### config.mk
export PLATFORM = sky130hd
export DESIGN_NAME = nrc_regs
export DESIGN_NICKNAME = d
export VERILOG_FILES = /design/src/nrc_pkg.sv /design/src/nrc_regs.sv
export SDC_FILE = /design/constraint.sdc
export NUM_CORES = 1
export LEC_CHECK = 0
export CAP_MARGIN = 20
export CORE_MARGIN = 5
export CORE_UTILIZATION = 45
export DETAILED_ROUTE_END_ITERATION = 12
export DONT_BUFFER_PORTS = 1
export PLACE_DENSITY_LB_ADDON = 0.05
export SYNTH_ARGS = -nofsm -noshare
export SYNTH_HDL_FRONTEND = slang
export SYNTH_SLANG_ARGS = --single-unit
### constraint.sdc
create_clock -name mclk -period 2.6 [get_ports mclk]
set_clock_uncertainty 0.1 [all_clocks]
set_input_delay 0.39 -clock mclk [delete_from_list [all_inputs] [get_ports mclk]]
set_output_delay 0.39 -clock mclk [all_outputs]
set_load 0.01 [all_outputs]
### src/nrc_pkg.sv
`default_nettype none
package nrc_pkg;
   // Register byte offsets
   localparam logic [7:0] OFS_SEC_LOWER_BASE = 8'h70;
   localparam logic [7:0] OFS_SEC_UPPER_BASE = 8'h74;
   localparam logic [7:0] OFS_SEC_LOWER_LIMIT = 8'h78;
   localparam logic [7:0] OFS_SEC_UPPER_LIMIT = 8'h7C;
   localparam logic [7:0] OFS_CAP_STATUS = 8'h80;
   // Field positions
   localparam int LOWER_ADDR_LSB = 20;
   localparam int FREQ_LSB = 22;
   localparam int SPLIT_REQ_DELAYED_BIT = 21;
   localparam int SPLIT_CPL_OVERRUN_BIT = 20;
   localparam int UNEXPECTED_CPL_BIT = 19;
   localparam int CPL_DISCARDED_BIT = 18;
   localparam int CAP133_BIT = 17;
   localparam int D64_BIT = 16;
   // Fixed values and reset values
   localparam logic [7:0] CAPABILITY_ID = 8'h07;
   localparam logic [7:0] NEXT_CAP_PTR = 8'hA0;
   localparam logic [7:0] FIRST_CAP_PTR = 8'h80;
   localparam logic [11:0] FIRST_EXT_CAP_OFS = 12'h100;
   localparam logic [31:0] RESET_ZERO = 32'h0000_0000;
   localparam logic [31:0] RESET_CAP_STATUS = 32'h0003_A007;
   localparam logic [19:0] LOW_BASE_FILL = 20'h0_0000;
   localparam logic [19:0] LOW_LIMIT_FILL = 20'hF_FFFF;
   // Secondary interface mode codes
   typedef enum logic [2:0] {
      FREQ_CONV = 3'b000,
      FREQ_66 = 3'b001,
      FREQ_100 = 3'b010,
      FREQ_133 = 3'b011
   } nrc_freq_e;
   // AHB transfer types
   localparam logic [1:0] HTRANS_IDLE = 2'b00;
   localparam logic [1:0] HTRANS_NONSEQ = 2'b10;
   // Secondary remap window
   typedef struct packed {
      logic [63:0] base;
      logic [63:0] limit;
   } nrc_window_s;
endpackage
`default_nettype wire

### src/nrc_regs.sv
`default_nettype none
module nrc_regs
   import nrc_pkg::*;
(
   input wire logic mclk,
   input wire logic rst,
   input wire logic hsel,
   input wire logic [31:0] haddr,
   input wire logic [1:0] htrans,
   input wire logic hwrite,
   input wire logic [2:0] hsize,
   input wire logic [31:0] hwdata,
   input wire logic hready,
   output logic [31:0] hrdata,
   output logic hreadyout,
   output logic hresp,
   input wire logic [2:0] secondaryFreqMode,
   input wire logic unexpectedSplitCplEvent,
   input wire logic splitCplAbortEvent,
   output nrc_pkg::nrc_window_s secondaryWindow,
   output logic splitCplDiscard,
   output logic [7:0] capabilityPointer,
   output logic [11:0] firstExtCapOffset
);
   import nrc_pkg::*;

   // Bus phase state
   logic wrPend_q;
   logic [7:0] wrAddr_q;
   // Register storage and the values they take at the next edge
   logic [11:0] lowerBase_q;
   logic [11:0] lowerBase_d;
   logic [31:0] upperBase_q;
   logic [31:0] upperBase_d;
   logic [11:0] lowerLimit_q;
   logic [11:0] lowerLimit_d;
   logic [31:0] upperLimit_q;
   logic [31:0] upperLimit_d;
   logic unexpectedSplitCpl_q;
   logic unexpectedSplitCpl_d;
   logic splitCplDiscarded_q;
   logic splitCplDiscarded_d;
   // Synchronisers and edge memories of the pin inputs
   logic [2:0] freqSync1_q;
   logic [2:0] freqSync2_q;
   logic unexpSync1_q;
   logic unexpSync2_q;
   logic unexpPrev_q;
   logic abortSync1_q;
   logic abortSync2_q;
   logic abortPrev_q;
   // Output registers and combinational views
   logic [31:0] hrdata_q;
   logic discard_q;
   nrc_window_s window_q;
   logic addrPhase;
   logic unexpPulse;
   logic abortPulse;
   logic [31:0] capStatus;

   // True while the data phase of a write to the given offset is on the bus;
   // the slave never stalls, so that phase completes on the coming edge
   function automatic logic isWrite(input logic [7:0] ofs);
      return wrPend_q && (wrAddr_q == ofs);
   endfunction

   // Read view of any register offset; unmapped reads zero. It shows the
   // next register values, so a read whose address phase overlaps the data
   // phase of a write to the same register returns the new contents
   function automatic logic [31:0] readMux(input logic [7:0] ofs, input logic [31:0] capWord);
      logic [31:0] r;
      r = RESET_ZERO;
      case (ofs)
         OFS_SEC_LOWER_BASE: r = {lowerBase_d, LOW_BASE_FILL};
         OFS_SEC_UPPER_BASE: r = upperBase_d;
         OFS_SEC_LOWER_LIMIT: r = {lowerLimit_d, LOW_BASE_FILL};
         OFS_SEC_UPPER_LIMIT: r = upperLimit_d;
         OFS_CAP_STATUS: r = capWord;
         default: r = RESET_ZERO;
      endcase
      return r;
   endfunction

   // Valid address phase of this slave
   assign addrPhase = hsel && hready && (htrans == HTRANS_NONSEQ);

   // Capability and status word assembly; flags show their next value
   always_comb begin
      capStatus = RESET_ZERO;
      capStatus[7:0] = CAPABILITY_ID;
      capStatus[15:8] = NEXT_CAP_PTR;
      capStatus[D64_BIT] = RESET_CAP_STATUS[D64_BIT];
      capStatus[CAP133_BIT] = RESET_CAP_STATUS[CAP133_BIT];
      capStatus[CPL_DISCARDED_BIT] = splitCplDiscarded_d;
      capStatus[UNEXPECTED_CPL_BIT] = unexpectedSplitCpl_d;
      capStatus[SPLIT_CPL_OVERRUN_BIT] = 1'b0;
      capStatus[SPLIT_REQ_DELAYED_BIT] = 1'b0;
      capStatus[FREQ_LSB+2:FREQ_LSB] = freqSync2_q;
   end

   // Two-flop synchroniser for the secondary mode pins; the code is a slow
   // level, so a torn sample while it changes lasts one cycle at most
   always_ff @(posedge mclk) begin
      if (rst) begin
         freqSync1_q <= 3'h0;
         freqSync2_q <= 3'h0;
      end else begin
         freqSync1_q <= secondaryFreqMode;
         freqSync2_q <= freqSync1_q;
      end
   end

   // Two-flop synchroniser and edge memory for the unexpected completion event
   always_ff @(posedge mclk) begin
      if (rst) begin
         unexpSync1_q <= 1'b0;
         unexpSync2_q <= 1'b0;
         unexpPrev_q <= 1'b0;
      end else begin
         unexpSync1_q <= unexpectedSplitCplEvent;
         unexpSync2_q <= unexpSync1_q;
         unexpPrev_q <= unexpSync2_q;
      end
   end

   // Two-flop synchroniser and edge memory for the aborted completion event
   always_ff @(posedge mclk) begin
      if (rst) begin
         abortSync1_q <= 1'b0;
         abortSync2_q <= 1'b0;
         abortPrev_q <= 1'b0;
      end else begin
         abortSync1_q <= splitCplAbortEvent;
         abortSync2_q <= abortSync1_q;
         abortPrev_q <= abortSync2_q;
      end
   end

   // Rising edges of synchronised events; the edge memories reset to the
   // idle low level of the pins, so no false edge follows reset
   assign unexpPulse = unexpSync2_q && !unexpPrev_q;
   assign abortPulse = abortSync2_q && !abortPrev_q;

   // Write data phase tracking; the address is kept so that the data
   // phase knows which register its word lands in
   always_ff @(posedge mclk) begin
      if (rst) begin
         wrPend_q <= 1'b0;
         wrAddr_q <= 8'h00;
      end else begin
         if (hready) begin
            wrPend_q <= addrPhase && hwrite;
            wrAddr_q <= haddr[7:0];
         end
      end
   end

   // Next window register values; reserved low bits are never stored
   always_comb begin
      lowerBase_d = lowerBase_q;
      upperBase_d = upperBase_q;
      lowerLimit_d = lowerLimit_q;
      upperLimit_d = upperLimit_q;
      if (isWrite(OFS_SEC_LOWER_BASE)) begin
         lowerBase_d = hwdata[31:LOWER_ADDR_LSB];
      end
      if (isWrite(OFS_SEC_UPPER_BASE)) begin
         upperBase_d = hwdata;
      end
      if (isWrite(OFS_SEC_LOWER_LIMIT)) begin
         lowerLimit_d = hwdata[31:LOWER_ADDR_LSB];
      end
      if (isWrite(OFS_SEC_UPPER_LIMIT)) begin
         upperLimit_d = hwdata;
      end
   end

   // Next sticky flag values; an event wins over a write-one clear on one edge
   always_comb begin
      unexpectedSplitCpl_d = unexpectedSplitCpl_q;
      splitCplDiscarded_d = splitCplDiscarded_q;
      if (unexpPulse) begin
         unexpectedSplitCpl_d = 1'b1;
      end else if (isWrite(OFS_CAP_STATUS) && hwdata[UNEXPECTED_CPL_BIT]) begin
         unexpectedSplitCpl_d = 1'b0;
      end
      if (abortPulse) begin
         splitCplDiscarded_d = 1'b1;
      end else if (isWrite(OFS_CAP_STATUS) && hwdata[CPL_DISCARDED_BIT]) begin
         splitCplDiscarded_d = 1'b0;
      end
   end

   // Window base registers
   always_ff @(posedge mclk) begin
      if (rst) begin
         lowerBase_q <= RESET_ZERO[31:20];
         upperBase_q <= RESET_ZERO;
      end else begin
         lowerBase_q <= lowerBase_d;
         upperBase_q <= upperBase_d;
      end
   end

   // Window limit registers
   always_ff @(posedge mclk) begin
      if (rst) begin
         lowerLimit_q <= RESET_ZERO[31:20];
         upperLimit_q <= RESET_ZERO;
      end else begin
         lowerLimit_q <= lowerLimit_d;
         upperLimit_q <= upperLimit_d;
      end
   end

   // Unexpected split completion flag
   always_ff @(posedge mclk) begin
      if (rst) begin
         unexpectedSplitCpl_q <= 1'b0;
      end else begin
         unexpectedSplitCpl_q <= unexpectedSplitCpl_d;
      end
   end

   // Discarded split completion flag
   always_ff @(posedge mclk) begin
      if (rst) begin
         splitCplDiscarded_q <= 1'b0;
      end else begin
         splitCplDiscarded_q <= splitCplDiscarded_d;
      end
   end

   // Discard strobe to the completion path
   always_ff @(posedge mclk) begin
      if (rst) begin
         discard_q <= 1'b0;
      end else begin
         discard_q <= abortPulse;
      end
   end

   // Read data registered at the address phase
   always_ff @(posedge mclk) begin
      if (rst) begin
         hrdata_q <= RESET_ZERO;
      end else if (addrPhase && !hwrite) begin
         hrdata_q <= readMux(haddr[7:0], capStatus);
      end
   end

   // Full 64-bit window from register halves
   always_ff @(posedge mclk) begin
      if (rst) begin
         window_q <= '0;
      end else begin
         window_q.base <= {upperBase_q, lowerBase_q, LOW_BASE_FILL};
         window_q.limit <= {upperLimit_q, lowerLimit_q, LOW_LIMIT_FILL};
      end
   end

   // Fixed capability placement
   always_ff @(posedge mclk) begin
      if (rst) begin
         capabilityPointer <= 8'h00;
         firstExtCapOffset <= 12'h000;
      end else begin
         capabilityPointer <= FIRST_CAP_PTR;
         firstExtCapOffset <= FIRST_EXT_CAP_OFS;
      end
   end

   // Zero wait states, always OKAY
   always_ff @(posedge mclk) begin
      if (rst) begin
         hreadyout <= 1'b1;
         hresp <= 1'b0;
      end else begin
         hreadyout <= 1'b1;
         hresp <= 1'b0;
      end
   end

   assign hrdata = hrdata_q;
   assign secondaryWindow = window_q;
   assign splitCplDiscard = discard_q;
endmodule // nrc_regs
`default_nettype wire

## Word-level counts from Yosys, hierarchy flattened

Cells that the tools add are included.

- Memories: 0
- Word-level logic and storage cells: 63
- Memory bits (writable): 0
- Register bits: 292
- Memory bits (read-only): 0
- Latch bits: 0
- Output and inout port bits: 183

- Shifts and indexed selects: 0
- $lt $le $gt $ge: 0
- Equal/unequal tests: 11
- Reduce and logical (&&, ||, !) cells: 16
- Multipliers: 0
- Bitwise operators: 0
- Mux-type cells: 12
- Div/mod/pow operators: 0
- $add $sub $neg: 0

Operators by type and width:

| cell | count |
|---|---|
| 32-bit case mux with 5 select lines | 1 |
| 8-bit by 7-bit == test with 1-bit output (second input constant) | 8 |
| 32-bit two-way mux | 2 |
| 12-bit two-way mux | 2 |
| 20-bit two-way mux | 1 |
| 8-bit == test (second input constant) | 2 |
| 1-bit logical AND | 13 |
| 9-bit two-way mux | 1 |
| 8-bit two-way mux | 1 |
| 1-bit two-way mux | 4 |
| 1-bit logical NOT | 3 |
| 2-bit == test (second input constant) | 1 |

## Logic depth before layout (Yosys ltp)

- Depth after elaboration: 6
- Gate-level depth with buffers: 8

## Worst setup path before layout

Ideal clock, no wire load.

- Path kind: register to register
- From: register wrAddr_q[0]
- To: register hrdata_q[22], in the netlist hrdata[22]
- Clock period less this slack: 2005 ps
- Cell stages (with the launch flop): 7
- Slack: 595 ps
- Setup time: 120 ps
- Path buffers: 1
- Arrival time: 1785 ps
- Data required time: 2380 ps
- Cells stage by stage: dfxtp_1 or4b_1 buf_4 nor3_4 mux2i_1 nor2_1 o31a_1

- Longest elaborated chain between the ends: 4
- Elaborated cells on any way between the ends: 13

Ends and longest elaborated chain:

| element | line | source |
|---|---|---|
| start, declared | nrc_regs.sv:29 | `logic [7:0] wrAddr_q;` |
| start signal, assigned | nrc_regs.sv:153 | `wrAddr_q <= haddr[7:0];` |
| 8-bit by 7-bit == test with 1-bit output | nrc_regs.sv:64 | `return wrPend_q && (wrAddr_q == ofs);` |
| 1-bit logical AND | nrc_regs.sv:64 |  |
| 32-bit two-way mux, or another cell as far along | nrc_regs.sv:173 | `if (isWrite(OFS_SEC_UPPER_LIMIT)) begin` |
| 32-bit case mux with 5 select lines (*) | nrc_regs.sv:73 | `case (ofs)` |
| end signal, assigned | nrc_regs.sv:248 | `hrdata_q <= readMux(haddr[7:0], capStatus);` |
| end, declared | nrc_regs.sv:53 | `logic [31:0] hrdata_q;` |

Every way passes the cells marked *; elsewhere a longest branch is shown, timed or not.
A chain may end at the register's enable or synchronous reset.

## Worst setup path after layout

- From: register wrAddr_q[0]
- To: register lowerBase_q[4]

- Longest elaborated chain between the ends: 3

Ends and longest elaborated chain:

| element | line | source |
|---|---|---|
| 8-bit by 7-bit == test with 1-bit output | nrc_regs.sv:64 |  |
| 1-bit logical AND | nrc_regs.sv:64 |  |
| 12-bit two-way mux | nrc_regs.sv:164 | `if (isWrite(OFS_SEC_LOWER_BASE)) begin` |
| end signal, assigned | nrc_regs.sv:197 | `lowerBase_q <= RESET_ZERO[31:20];` |
| end signal, assigned | nrc_regs.sv:200 | `lowerBase_q <= lowerBase_d;` |
| end, declared | nrc_regs.sv:31 | `logic [11:0] lowerBase_q;` |

Every way passes these cells.

==> results.ini <==
[grt]
top_usage_layer=met2
antenna_found_initial=0
grt_max_degree=118
grt_use_met3_pct=6.32
overflow=0
grt_use_total_pct=20.2
use_met2_pct=33.5
grt_pass1_vias=6265
grt_pass1_wl_um=34900
grtUsageMet1_pct=25.4

[place]
numPortBuffers=0
placed_cells=983
gp_congestion=0.790
hpwlAfterDp_um=13800

[sta]
finalSetupViolations=0
worstMarginPinSlew_ps=902
slew_headroom_pct=39.6
drv_slew=0
max_freq_ghz=0.397
hold_violations=0
fin_crit_ps=2520
fin_crit_sh_pct=96.8

[pwr]
combPwrFrac_pct=3.0
swShare_pct=20.5
power.internal_uw=5870
power_density_mw_per_mm2=709
p_clk_share_pct=48.2
ir_drop_mv=0.472
switchingPower_uw=1510
sequentialPowerShare_pct=48.9
p_leak_uw=0.00440

[detailed_routing]
ant_nets=0
wl_per_cell_um=19.8
drc=0
wl_um=22600
firstDrtPassIters=4
via_per_inst=5.27
dr_total_vias=6010
drt-initial-drc-count=239

[final_layout]
area_growth_syn_to_layout_pct=22.7
drive_above_1_share_pct=8.28
n_antenna_cell=0
layout_commonest_cell=dfxtp_1
nets=969
layout_common_cells=232 x dfxtp_1, 113 x dlygate4sd3_1, 104 x nor2b_1
fin_cells=1140
final_util_pct=55.9

[floorplan]
ios=262
rows=50
dieArea_mm2=0.0217
start_util_pct=45.6
core_mm2=0.0186
die_w_um=147
die_y_um=147

[worst_hold_path]
hold_start=hwdata[21]
hp-class=input port to register
hold_path_end=lowerLimit_q[1]
holdPathStages=2

[worst_setup_path]
cp_slowest_stage_delay_ps=710
path_max_fanout=6
critPathLaunchType=register
arrival_ps=2810
path_class=register to register
critPathSlowestCell=or4b_1
crit_required_ps=2890
crit_buf_inv=1
path_cells=or4b_1 > nor3_4 > mux2i_1 > nor2_1 > dlygate4sd3_1
r2r_end=lowerBase_q[4]
reg2reg_slack_ps=80
end_kind=register
crit_family=simple AND/OR/NAND/NOR gates
critPathLaunch=wrAddr_q[0]
r2r_cells=5
timing.rr.start=wrAddr_q[0]

[logic_synthesis]
synth_area_mm2=0.00850
synth-main-ff-cell=dfxtp_1
synth_edf_count=0
ys_seq_area_share_pct=54.9
async_flop_share_pct=0
ys_seq_elements=233
synth-compound-area-share_pct=10.3
synth_simple_gate_area_share_pct=16.1
synth-xor-area-share_pct=0
synthAdderAreaFrac_pct=0
synth_top_family_by_area=simple AND/OR/NAND/NOR gates
synth.area.mux_share_pct=10.6
yosysWarnings=0
yosysUniqueCellTypes=46
avgSynthCellArea_um2=10.6
postSynthCellCount=800

[cts]
cts_tree=done
clk_pin_slew_ps=60
clockBufferDepth=3
cts_buffers=25
cts_setup_buffers=0
root_buffer=clkbuf_16
htree_levels=1
clkLatencyLatePin_ps=510
cts.sinks=233

[job]
cap_violations=0

[status]
status=finished, final reports clean

-- cell families (layout without fill, tap and decap cells) --
kind of cell	count (synthesis)	in the layout
AND/OR/NAND/NOR	248	248
multiplexers	87	87
flip-flops	233	233
other	2	40
buffers and inverters	112	180
AO/OA/AOI/OAI	118	118
-- per-stage QoR --
step / hold WS [ps] / setup TNS [ps] / area, um2 / total power [uW] / worst slack [ps]
global placement: 308 / 0 / 8430 / 3800 / 306
finish: 47.2 / 0 / 10400 / 7390 / 82.0
global route: 25.9 / -26.0 / 10400 / 7660 / -20.4
CTS: 25.1 / 0 / 10400 / 7460 / 71.7
detailed placement: 308 / 0 / 8430 / 3810 / 261
floorplan: 292 / 0 / 8640 / 3880 / 595
-- power groups by stage --
stage               combinational, uW  clock, uW  sequential, uW
floorplan                         199          0            3680
global placement                  117          0            3690
detailed placement                119          0            3690
CTS                               217       3630            3610
global route                      238       3820            3610
finish                            220       3560            3610
-- area by class of cell --
cell class	count	area, um2
fillers	1639	8220
flip-flops and latches	233	4670
multi-input cells	493	3300
repair buffers	135	1330
clock buffers	36	717
well taps	234	293
clock inverters	7	113
inverters	2	7.51
-- layer usage --
layer | wire [um] | share of wire, %
met5 | 0 | 0
met4 | 527 | 2.3
met3 | 2150 | 9.5
met2 | 10600 | 47
met1 | 9310 | 41
-- how the worst max path moves through the flow --
stage / end / slack, ps / depth (start not counted)
finish: lowerBase_q[4] / 80 / 5
detailed placement: hrdata[26] / 260 / 5
global placement: hrdata[25] / 310 / 5
global route: upperLimit_q[16] / -20 / 6
floorplan: hrdata[22] / 600 / 6
CTS: upperBase_q[17] / 70 / 6
-- synthesized netlist by cell type, drive strengths merged (9+ instances only) --
cell / number / area (um2)
a211oi: 18 / 135
a21oi: 14 / 70.1
a22o: 11 / 96.3
and2: 21 / 131
buf: 74 / 546
clkbuf: 36 / 135
dfxtp: 233 / 4660
mux2: 9 / 116
mux2i: 78 / 781
nand4: 12 / 75.1
nor2: 88 / 330
nor2b: 104 / 651
o21ai: 12 / 60.1
o22a: 9 / 78.8
o22ai: 16 / 100
o31ai: 9 / 82.6
-- registers in the layout (all words and copies together), names as in the netlist, 3 cells and up --
signal           cells
upperBase_q         32
upperLimit_q        32
lowerBase_q         12
hrdata              32
secondaryWindow     89
wrAddr_q             8
freqSync1_q          3
freqSync2_q          3
lowerLimit_q        12
-- timing repair --
| action | CTS | global route |
|---|---|---|
| gates resized for setup | 0 | 1 |
| hold endpoints to repair | 191 | 0 |
| hold buffers | 114 | 0 |
| endpoints found under the setup margin | 0 | 19 |
Note: power is estimated with default switching activity, not from simulation.
